--- src/include/eecfg_consts.vh ---
`ifndef EECFG_CONSTS_VH
`define EECFG_CONSTS_VH

// EEPROM word address groups, taken from word address bits [7:3].
`define EC_GRP_REPLAY   5'h0f
`define EC_GRP_PM       5'h10
`define EC_GRP_ACK      5'h11
`define EC_GRP_SLOT_LO  5'h12
`define EC_GRP_SLOT_HI  5'h13
`define EC_GRP_VC1      5'h14

// Load kinds, one-hot.
`define EC_K_REPLAY     0
`define EC_K_PM         1
`define EC_K_ACK        2
`define EC_K_SLO        3
`define EC_K_SHI        4
`define EC_K_VC1        5
`define EC_K_NUM        6

// Per-port configuration register offsets.
`define EC_OFF_LINK     9'h070
`define EC_OFF_PMCTL    9'h074
`define EC_OFF_PHY      9'h088
`define EC_OFF_TLCTL    9'h08c
`define EC_OFF_SLOT     9'h0d4
`define EC_OFF_VC1TS    9'h15c
`define EC_OFF_VC1MAP   9'h160

// Loader registers on the APB map.
`define EC_ADDR_STATUS  12'h800
`define EC_ADDR_CTRL    12'h804

// Status and control fields.
`define EC_ST_DONE      0
`define EC_ST_BADADDR   1
`define EC_ST_CNT_LSB   8
`define EC_ST_LAST_LSB  16
`define EC_CTRL_LATE    0

// Word defaults.
`define EC_PM_DEF_P0    16'h73a1
`define EC_PM_DEF_PN    16'h33a1
`define EC_SHI_DEF_P0   16'h0000
`define EC_SHI_DEF_P1   16'h0008
`define EC_SHI_DEF_P2   16'h0010
`define EC_SHI_DEF_P3   16'h0018

`endif

--- src/rtl/eecfg_loader.v ---
// Function
// RQ1: Words 7Ch/7Eh bits 12:0 to replay timeout.
// RQ2: Replay word bits 14:13 to training count.
// RQ3: Words 80h-86h bits 5:0 to PM control.
// RQ4: PM fields: D3-L1, L1 delay, L0s enable.
// RQ5: PM bit 6 disables receive polarity inversion.
// RQ6: PM bit 7 enables legacy VGA decode.
// RQ7: PM bits 15:8 to physical control byte.
// RQ8: PM defaults 73A1h port 0, else 33A1h.
// RQ9: Words 88h-8Eh to acknowledge latency timer.
// RQ10: Words 92h-96h to slot capability low.
// RQ11: Words 9Ah-9Eh to slot capability high.
// RQ12: Slot high defaults 0008h, 0010h, 0018h.
// RQ13: Words A0h-A6h bits 6:0 to VC1 slots.
// RQ14: VC1 word bits 15:8 to TC map.
// RQ15: Only named port and mapped bits change.
// RQ16: Loading finishes before configuration access opens.
`timescale 1ns/1ps
`default_nettype none
`include "eecfg_consts.vh"

module eecfg_loader #(
   parameter PORTS = 4
) (
   // Clock and reset
   input  wire        pclk,
   input  wire        presetn,
   // EEPROM word stream
   input  wire        ee_valid,
   output wire        ee_ready,
   input  wire [7:0]  ee_addr,
   input  wire [15:0] ee_data,
   input  wire        ee_done,
   // APB slave
   input  wire        psel,
   input  wire        penable,
   input  wire        pwrite,
   input  wire [11:0] paddr,
   input  wire [31:0] pwdata,
   output reg         pready,
   output reg  [31:0] prdata,
   output reg         pslverr,
   // Load state
   output reg         load_done
);

   ////////////////////////////////////////////////////////////////////////////
   // Word buffer

   localparam ST_IDLE  = 1'b0;
   localparam ST_APPLY = 1'b1;

   wire        bo_valid;
   wire        bo_ready;
   wire [23:0] bo_data;
   wire        buf_ready;
   wire        ee_push;
   wire        bo_pop;
   reg         ee_ready_reg;
   reg  [1:0]  occ_reg;
   reg  [1:0]  occ_next;
   reg         state_reg;
   reg         state_next;

   // The loader takes one mapped word every other cycle, so a steady stream
   // fills the buffer and the source sees back-pressure.
   assign bo_ready = (state_reg == ST_IDLE);

   eecfg_buf2 #(
      .W         (24)
   ) u_buf (
      .pclk      (pclk),
      .presetn   (presetn),
      .in_valid  (ee_push),
      .in_ready  (buf_ready),
      .in_data   ({ee_addr, ee_data}),
      .out_valid (bo_valid),
      .out_ready (bo_ready),
      .out_data  (bo_data)
   );

   // The source sees a registered ready, so the fill count is kept here
   // one step ahead to know whether the buffer will still have room.
   assign ee_push = ee_valid & ee_ready_reg & buf_ready;
   assign bo_pop  = bo_valid & bo_ready;

   always @*
   begin
      occ_next = occ_reg;
      if (ee_push && !bo_pop)
         occ_next = occ_reg + 2'd1;
      else if (bo_pop && !ee_push)
         occ_next = occ_reg - 2'd1;
   end

   always @(posedge pclk or negedge presetn)
   begin
      if (!presetn)
      begin
         occ_reg      <= 2'd0;
         ee_ready_reg <= 1'b0;
      end
      else
      begin
         occ_reg      <= occ_next;
         ee_ready_reg <= (occ_next != 2'd2);
      end
   end

   // Ready is low in reset, so nothing is accepted before the first edge.
   assign ee_ready = ee_ready_reg;

   ////////////////////////////////////////////////////////////////////////////
   // Word decode

   wire [7:0]  w_addr;
   wire [15:0] w_data;
   wire [4:0]  w_grp;
   wire [1:0]  w_port;
   reg  [`EC_K_NUM-1:0] kind_next;

   assign w_addr = bo_data[23:16];
   assign w_data = bo_data[15:0];
   assign w_grp  = w_addr[7:3];
   assign w_port = w_addr[2:1];

   // Word bits [2:1] name the port in every group; replay words reach only ports 2 and 3, slot words only ports 1 to 3.
   always @*
   begin
      kind_next = {`EC_K_NUM{1'b0}};
      if (!w_addr[0])
      begin
         case (w_grp)
            `EC_GRP_REPLAY:
               kind_next[`EC_K_REPLAY] = w_addr[2];            // RQ1
            `EC_GRP_PM:
               kind_next[`EC_K_PM]     = 1'b1;                 // RQ3
            `EC_GRP_ACK:
               kind_next[`EC_K_ACK]    = 1'b1;                 // RQ9
            `EC_GRP_SLOT_LO:
               kind_next[`EC_K_SLO]    = (w_port != 2'd0);     // RQ10
            `EC_GRP_SLOT_HI:
               kind_next[`EC_K_SHI]    = (w_port != 2'd0);     // RQ11
            `EC_GRP_VC1:
               kind_next[`EC_K_VC1]    = 1'b1;                 // RQ13
            default:
               kind_next = {`EC_K_NUM{1'b0}};
         endcase
      end
   end

   ////////////////////////////////////////////////////////////////////////////
   // Loader sequence

   reg [`EC_K_NUM-1:0] kind_reg;
   reg [1:0]           port_reg;
   reg [15:0]          data_reg;
   reg                 late_en_reg;
   reg                 bad_reg;
   reg [7:0]           cnt_reg;
   reg [7:0]           last_reg;
   wire                take;
   wire                keep;
   wire                bad_set;
   wire                bad_clr;
   wire                done_next;

   assign take = bo_valid & bo_ready;
   // After the load, late words apply only when software allows it.
   assign keep = take & (~load_done | late_en_reg);
   assign bad_set = keep & ~(|kind_next);

   always @*
   begin
      state_next = state_reg;
      case (state_reg)
         ST_IDLE:
            if (keep && (|kind_next))
               state_next = ST_APPLY;
         ST_APPLY:
            state_next = ST_IDLE;
         default:
            state_next = ST_IDLE;
      endcase
   end

   // Done only once the source has finished and nothing is in flight.
   assign done_next = ee_done & ~ee_valid & ~bo_valid & (state_reg == ST_IDLE);

   always @(posedge pclk or negedge presetn)
   begin
      if (!presetn)
      begin
         state_reg <= ST_IDLE;
         kind_reg  <= {`EC_K_NUM{1'b0}};
         port_reg  <= 2'd0;
         data_reg  <= 16'h0000;
         cnt_reg   <= 8'h00;
         last_reg  <= 8'h00;
         load_done <= 1'b0;
      end
      else
      begin
         state_reg <= state_next;
         if (state_reg == ST_IDLE && keep)
         begin
            kind_reg <= kind_next;
            port_reg <= w_port;
            data_reg <= w_data;
            last_reg <= w_addr;
         end
         else
            kind_reg <= {`EC_K_NUM{1'b0}};
         if (state_reg == ST_APPLY)
            cnt_reg <= cnt_reg + 8'h01;
         if (done_next)
            load_done <= 1'b1;                                    // RQ16
      end
   end

   ////////////////////////////////////////////////////////////////////////////
   // Port configuration registers

   wire [32*PORTS-1:0] rd_bus;
   wire [PORTS-1:0]    hit_bus;
   wire                acc;
   wire                wr_commit;
   wire [1:0]          a_port;
   wire                a_cfg;

   assign acc       = psel & penable & pready;
   assign wr_commit = acc & pwrite;
   assign a_port    = paddr[10:9];
   assign a_cfg     = ~paddr[11];

   genvar g;
   generate
      for (g = 0; g < PORTS; g = g + 1)
      begin : g_port
         wire [`EC_K_NUM-1:0] ld_g;

         // Strobes reach only the port that the word names. RQ15
         assign ld_g = (state_reg == ST_APPLY && port_reg == g) ?
                       kind_reg : {`EC_K_NUM{1'b0}};

         eecfg_port #(
            .PM_DEF  ((g == 0) ? `EC_PM_DEF_P0 : `EC_PM_DEF_PN),   // RQ8
            .SHI_DEF ((g == 1) ? `EC_SHI_DEF_P1 :
                      (g == 2) ? `EC_SHI_DEF_P2 :
                      (g == 3) ? `EC_SHI_DEF_P3 : `EC_SHI_DEF_P0)   // RQ12
         ) u_port (
            .pclk    (pclk),
            .presetn (presetn),
            .ld      (ld_g),
            .ld_data (data_reg),
            .wr_en   (wr_commit & a_cfg & (a_port == g)),
            .off     (paddr[8:0]),
            .wr_data (pwdata),
            .rd_data (rd_bus[32*g +: 32]),
            .rd_hit  (hit_bus[g])
         );
      end
   endgenerate

   ////////////////////////////////////////////////////////////////////////////
   // Loader control and status

   wire st_sel;
   wire ct_sel;

   assign st_sel  = (paddr == `EC_ADDR_STATUS);
   assign ct_sel  = (paddr == `EC_ADDR_CTRL);
   assign bad_clr = wr_commit & st_sel & pwdata[`EC_ST_BADADDR];

   always @(posedge pclk or negedge presetn)
   begin
      if (!presetn)
      begin
         late_en_reg <= 1'b0;
         bad_reg     <= 1'b0;
      end
      else
      begin
         if (wr_commit && ct_sel)
            late_en_reg <= pwdata[`EC_CTRL_LATE];
         // A new bad word in the clearing cycle keeps the flag set.
         if (bad_set)
            bad_reg <= 1'b1;
         else if (bad_clr)
            bad_reg <= 1'b0;
      end
   end

   ////////////////////////////////////////////////////////////////////////////
   // APB answer

   reg [31:0] rdata_next;
   reg        err_next;
   reg [31:0] st_word;

   always @*
   begin
      st_word = 32'h00000000;
      st_word[`EC_ST_DONE]    = load_done;
      st_word[`EC_ST_BADADDR] = bad_reg;
      st_word[`EC_ST_CNT_LSB +: 8]  = cnt_reg;
      st_word[`EC_ST_LAST_LSB +: 8] = last_reg;
   end

   always @*
   begin
      rdata_next = 32'h00000000;
      err_next   = 1'b0;
      if (a_cfg)
      begin
         if (hit_bus[a_port])
            rdata_next = rd_bus[32*a_port +: 32];
         else
            err_next = 1'b1;
      end
      else if (st_sel)
         rdata_next = st_word;
      else if (ct_sel)
         rdata_next = {31'h0, late_en_reg};
      else
         err_next = 1'b1;
      if (pwrite)
         rdata_next = 32'h00000000;
   end

   // Accesses wait in the access phase until the load is complete; this
   // costs nothing in normal use and keeps half-loaded values hidden.
   always @(posedge pclk or negedge presetn)
   begin
      if (!presetn)
      begin
         pready  <= 1'b0;
         prdata  <= 32'h00000000;
         pslverr <= 1'b0;
      end
      else if (psel && penable && !pready && load_done)           // RQ16
      begin
         pready  <= 1'b1;
         prdata  <= rdata_next;
         pslverr <= err_next;
      end
      else
      begin
         pready  <= 1'b0;
         prdata  <= 32'h00000000;
         pslverr <= 1'b0;
      end
   end

endmodule // eecfg_loader

`default_nettype wire

--- src/rtl/eecfg_buf2.v ---
`timescale 1ns/1ps
`default_nettype none

module eecfg_buf2 #(
   parameter W = 24
) (
   // Clock and reset
   input  wire         pclk,
   input  wire         presetn,
   // Fill side
   input  wire         in_valid,
   output wire         in_ready,
   input  wire [W-1:0] in_data,
   // Drain side
   output wire         out_valid,
   input  wire         out_ready,
   output wire [W-1:0] out_data
);

   reg [W-1:0] ent0_reg;
   reg [W-1:0] ent1_reg;
   reg [1:0]   cnt_reg;
   wire        push;
   wire        pop;

   assign in_ready  = (cnt_reg != 2'd2);
   assign out_valid = (cnt_reg != 2'd0);
   assign out_data  = ent0_reg;
   assign push      = in_valid & in_ready;
   assign pop       = out_valid & out_ready;

   always @(posedge pclk or negedge presetn)
   begin
      if (!presetn)
      begin
         ent0_reg <= {W{1'b0}};
         ent1_reg <= {W{1'b0}};
         cnt_reg  <= 2'd0;
      end
      else
      begin
         // Entry 0 is always the head, so a pop shifts entry 1 down.
         if (pop)
            ent0_reg <= (cnt_reg == 2'd2) ? ent1_reg : in_data;
         else if (push && cnt_reg == 2'd0)
            ent0_reg <= in_data;
         if (push && ((cnt_reg == 2'd1 && !pop) || (cnt_reg == 2'd2)))
            ent1_reg <= in_data;
         if (push && !pop)
            cnt_reg <= cnt_reg + 2'd1;
         else if (pop && !push)
            cnt_reg <= cnt_reg - 2'd1;
      end
   end

endmodule // eecfg_buf2

`default_nettype wire

--- src/rtl/eecfg_port.v ---
`timescale 1ns/1ps
`default_nettype none
`include "eecfg_consts.vh"

module eecfg_port #(
   parameter [15:0] PM_DEF  = 16'h0000,
   parameter [15:0] SHI_DEF = 16'h0000
) (
   // Clock and reset
   input  wire                 pclk,
   input  wire                 presetn,
   // Loader strobes
   input  wire [`EC_K_NUM-1:0] ld,
   input  wire [15:0]          ld_data,
   // Register access
   input  wire                 wr_en,
   input  wire [8:0]           off,
   input  wire [31:0]          wr_data,
   output reg  [31:0]          rd_data,
   output reg                  rd_hit
);

   localparam [31:0] LINK_RST  = {PM_DEF[7], 31'h0};
   localparam [31:0] PMCTL_RST = {17'h0, PM_DEF[6], PM_DEF[5:0], 8'h00};
   localparam [31:0] PHY_RST   = {PM_DEF[15:8], 24'h0};
   localparam [31:0] SLOT_RST  = {SHI_DEF, 16'h0000};

   reg [31:0] link_reg;
   reg [31:0] pmctl_reg;
   reg [31:0] phy_reg;
   reg [31:0] tlctl_reg;
   reg [31:0] slot_reg;
   reg [31:0] vc1ts_reg;
   reg [31:0] vc1map_reg;

   always @(posedge pclk or negedge presetn)
   begin
      if (!presetn)
      begin
         link_reg   <= LINK_RST;
         pmctl_reg  <= PMCTL_RST;
         phy_reg    <= PHY_RST;
         tlctl_reg  <= 32'h00000000;
         slot_reg   <= SLOT_RST;
         vc1ts_reg  <= 32'h00000000;
         vc1map_reg <= 32'h00000000;
      end
      else if (|ld)
      begin
         // Only the mapped bits move; neighbours keep their value. RQ15
         if (ld[`EC_K_REPLAY])
         begin
            link_reg[12:0]   <= ld_data[12:0];  // RQ1
            tlctl_reg[25:24] <= ld_data[14:13]; // RQ2
         end
         if (ld[`EC_K_PM])
         begin
            pmctl_reg[13:8] <= ld_data[5:0];    // RQ3 RQ4
            pmctl_reg[14]   <= ld_data[6];      // RQ5
            link_reg[31]    <= ld_data[7];      // RQ6
            phy_reg[31:24]  <= ld_data[15:8];   // RQ7
         end
         if (ld[`EC_K_ACK])
            link_reg[30:16] <= ld_data[14:0];   // RQ9
         if (ld[`EC_K_SLO])
            slot_reg[15:0] <= ld_data;          // RQ10
         if (ld[`EC_K_SHI])
            slot_reg[31:16] <= ld_data;         // RQ11
         if (ld[`EC_K_VC1])
         begin
            vc1ts_reg[22:16] <= ld_data[6:0];   // RQ13
            vc1map_reg[7:0]  <= ld_data[15:8];  // RQ14
         end
      end
      else if (wr_en)
      begin
         case (off)
            `EC_OFF_LINK:   link_reg   <= wr_data;
            `EC_OFF_PMCTL:  pmctl_reg  <= wr_data;
            `EC_OFF_PHY:    phy_reg    <= wr_data;
            `EC_OFF_TLCTL:  tlctl_reg  <= wr_data;
            `EC_OFF_SLOT:   slot_reg   <= wr_data;
            `EC_OFF_VC1TS:  vc1ts_reg  <= wr_data;
            `EC_OFF_VC1MAP: vc1map_reg <= wr_data;
            default:        link_reg   <= link_reg;
         endcase
      end
   end

   always @*
   begin
      rd_hit  = 1'b1;
      case (off)
         `EC_OFF_LINK:   rd_data = link_reg;
         `EC_OFF_PMCTL:  rd_data = pmctl_reg;
         `EC_OFF_PHY:    rd_data = phy_reg;
         `EC_OFF_TLCTL:  rd_data = tlctl_reg;
         `EC_OFF_SLOT:   rd_data = slot_reg;
         `EC_OFF_VC1TS:  rd_data = vc1ts_reg;
         `EC_OFF_VC1MAP: rd_data = vc1map_reg;
         default:
         begin
            rd_data = 32'h00000000;
            rd_hit  = 1'b0;
         end
      endcase
   end

endmodule // eecfg_port

`default_nettype wire

--- config.mk ---
export PLATFORM = sky130hd
export DESIGN_NAME = eecfg_loader
export DESIGN_NICKNAME = d
export VERILOG_FILES = /design/src/rtl/eecfg_loader.v /design/src/rtl/eecfg_buf2.v /design/src/rtl/eecfg_port.v
export VERILOG_INCLUDE_DIRS = /design/src /design/src/include
export SDC_FILE = /design/constraint.sdc
export NUM_CORES = 2
export LEC_CHECK = 0
export BUFFER_PORTS_ARGS = -buffer_cell sky130_fd_sc_hd__buf_2
export CAP_MARGIN = 20
export CORE_MARGIN = 4
export CORE_UTILIZATION = 25
export DETAILED_ROUTE_END_ITERATION = 10
export PLACE_DENSITY = 0.37
export SYNTH_ARGS = -nofsm -noshare
export SYNTH_HDL_FRONTEND = slang
export SYNTH_SLANG_ARGS = --single-unit
--- constraint.sdc ---
create_clock -name pclk -period 2.5 [get_ports pclk]
set_clock_uncertainty 0.05 [all_clocks]
set_input_delay 0.125 -clock pclk [delete_from_list [all_inputs] [get_ports pclk]]
set_output_delay 0.125 -clock pclk [all_outputs]
set_load 0.03 [all_outputs]
==> results.md <==
- CP peak stage delay: 550 ps
- Dpl ws: -318 ps
- CORE AREA: about 0.19 mm^2
- Crit path buf inv count: 3
- Clock-pin slew on the worst setup and hold paths: roughly 60 ps
- Synth area leader: dfrtp_1
- Design area: 0.0620 mm^2
- GRT Total Usage: 25.4%
- Period utilisation layout: between 90% and 100%
- Setup violators final: 0
- Die Height: 446 um
- Fin crit period: roughly 2500 ps
- Post-Syn Area: 0.0481 mm^2
- Max-slew violations: 0
- Die width: between 400 and 500 um
- Post-synthesis sequential area ratio: between 50% and 60%
- Synth top cells by count: 1283 x nand2_1, 992 x dfrtp_1, 344 x mux2_2
- Placement Cell Area: about 0.057 mm^2
- Fmax: between 400 and 500 MHz
- Layout cells sized above 1: a little over a quarter
- Dominant cells by area after synthesis: dfrtp_1 52%, nand2_1 10%, mux2_2 8.1%
- Max-slew headroom: between 30% and 40%
- Port bufs: 110
- Synth Area per Inst: between 9 and 10 um^2
- Ys async rst share: 100%
- Synthesis-to-finish area growth: 29.0%
- Mapped Cells: slightly below 5000
- Routed Wire Length: about 260000 um
- CTS buffer count: ~130
- Via-to-Cell Ratio: roughly 5.3
- CP cell instances: buf_4 -> nor4_4 -> buf_6 -> a21boi_4 -> buf_4 -> and2_1 -> a21oi_1 -> o21ai_0
- #FFs+latches synth: just over 1000
- Syn nets: about 4900
- Worst-Margin Slew: 1020 ps
- Required time of the critical path: 3160 ps
- Hold WC Path Type: primary input to async pin
- Final Hold Viols: 0
- Top_reg_cell synth: dfrtp_1
- Max cap viols: 0
- Slowest cell on crit path: and2_1
- Root Driver: clkbuf_16
- Core Util, Final: approximately 33%
- RSZ-0062 raised after global routing: no
- Gpl congestion: 0.918
- Worst Setup Slack, final: about 23 ps
- Site row count: 160
- Outcome: finished clean
- Yosys Warn Count: 0
- Pwr/cell area: 645 mW/mm^2
- Number of global-route vias before repair: about 42000
- DRT Pass-1 Iters: 6
- First-pass GRT wire length: roughly 360000 um
- Placed Cells incl. Taps: about 7700
- CTS max path bufs: 3
- Synth top area share: just over 50%
- Family with the most delay on the worst path: compound AO/OA/AOI/OAI gates
- Final routed DRC violation total: 0
- Largest net degree at the start of global routing: approximately 120
- Num Clock Sinks: 1025
- Die area: ~0.2 mm^2
- Cell with the most instances after synthesis: nand2_1
- CTS tree: done
- Critical path launch point type: flop
- Total gr overflow: 0
- I/O pin count: about 110
- Netlist cell types: 96
- Vias: around 42000
- Critical path arrival: 3140 ps
- Avg WL per Cell: roughly 32 um
- Clk_lat worst skew: ~800 ps
- Critical Path End Type: flop
- Initial drt markers: 4868
- Pleak: between 20 and 30 nW
- Crit path max fanout: 11
- Maximum vdd drop: between 0.6 and 0.7 mV
- Initial core utilization: between 20% and 30%
- Routed Antenna Nets: 0
- Post-synth EDFFs: 0
- DP HPWL: 185000 um
- H-tree depth: 4
- Final #Nets: 5443
- Filler Cells Inserted: approximately 20000
- Initial antenna violation count: 13
- Type of the worst setup path: flop to flop
- Layout Cells excl Fill: ~8000
- CP most frequent cell: buf_4
==> cell type report <==
cell class,instances,area (um^2),area share (%)
Sequential cell,1025,25700,41.4
Multi-Input combinational cell,3337,20600,33.3
Timing Repair Buffer,846,8040,13.0
Clock buffer,203,3880,6.26
Tap cell,2511,3140,5.07
Clock inverter,39,529,0.854
Inverter,21,78.8,0.127
Antenna cell,6,15.0,0.0242
==> placed cells by master (no fill, tap or decap), types with 83 or more instances in the layout <==
| cell | count |
|---|---|
| a21oi_1 | 292 |
| a22oi_1 | 175 |
| buf_12 | 141 |
| buf_2 | 108 |
| buf_4 | 525 |
| clkbuf_16 | 131 |
| dfrtp_1 | 990 |
| mux2_2 | 344 |
| mux2i_1 | 83 |
| nand2_1 | 1275 |
| nand3_1 | 98 |
| o21ai_0 | 278 |
==> layer usage <==
| layer | GRT usage [%] | share of wire (%) | wire length, um |
|---|---|---|---|
| met5 | 0 | 0.016 | 42 |
| met4 | 11.2 | 5.0 | 12700 |
| met3 | 3.73 | 6.0 | 15300 |
| met2 | 39.2 | 45 | 114000 |
| met1 | 35.3 | 44 | 114000 |
==> worst paths after layout <==
| kind | start | to | slack, ps | cells after the start |
|---|---|---|---|---|
| setup / recovery | kind_reg[2]$_DFF_PN0_ | g_port[0].u_port.slot_reg[28]$_DFFE_PN0P_ | 20 | 8 |
| hold / removal | presetn | g_port[0].u_port.link_reg[24]$_DFFE_PN0P_ | 60 | 3 |
| setup reg to reg | kind_reg[2]$_DFF_PN0_ | g_port[0].u_port.slot_reg[28]$_DFFE_PN0P_ | 20 | 8 |
| hold reg to reg | g_port[0].u_port.phy_reg[25]$_DFFE_PN1P_ | g_port[0].u_port.phy_reg[25]$_DFFE_PN1P_ | 410 | 2 |
| max in group asynchronous | presetn | g_port[1].u_port.link_reg[30]$_DFFE_PN0P_ | 1380 | 3 |
| min in group pclk | ee_data[0] | u_buf.ent1_reg[0]$_DFFE_PN0P_ | 80 | 3 |
==> worst register-to-register path: cells and delay by family, from the launching register on <==
kind	cells	cell delay [ps]
buf+inv	3	670
simple gates	2	630
compound gates	3	690
flops	1	370
==> logic make-up (layout without fill, tap and decap cells) <==
kind of cell | after synthesis | count (layout) | synth area share (%)
simple gates | 1697 | 1697 | 15.1
compound gates | 1165 | 1165 | 16.3
flops | 1025 | 1025 | 53.4
buf+inv | 479 | 1109 | 4.31
mux | 458 | 458 | 10.5
xor+xnor | 11 | 11 | 0.200
fa+ha+maj | 6 | 6 | 0.156
other cells | 0 | 6 | 0
==> metrics by stage <==
step           setup TNS, ps  hold WS [ps]  total power, W
2_1_floorplan              0          -221          0.0190
3_3_place_gp          -40050          9.72          0.0207
3_5_place_dp          -38690          7.09          0.0207
4_1_cts                    0          11.9          0.0405
5_1_grt                    0          47.0          0.0413
6_report                   0          60.4          0.0400
==> repair_timing <==
action	4_1_cts	5_1_grt
gates cloned	0	0
hold buffers	65	0
hold endpoints to repair	1574	0
resized for setup	12	25
endpoints found under the setup margin	446	123
pin swaps	2	2
buffers inserted	3	8
==> power breakdown <==
| group | leakage, nW | total, W | internal, W | switching (W) |
|---|---|---|---|---|
| combinational | 13.2 | 0.00314 | 0.00112 | 0.00202 |
| clock | 2.16 | 0.0195 | 0.0114 | 0.00814 |
| sequential | 13.8 | 0.0173 | 0.0170 | 0.000275 |
| total | 29.2 | 0.0400 | 0.0296 | 0.0104 |
(Power assumes the default switching activity.)
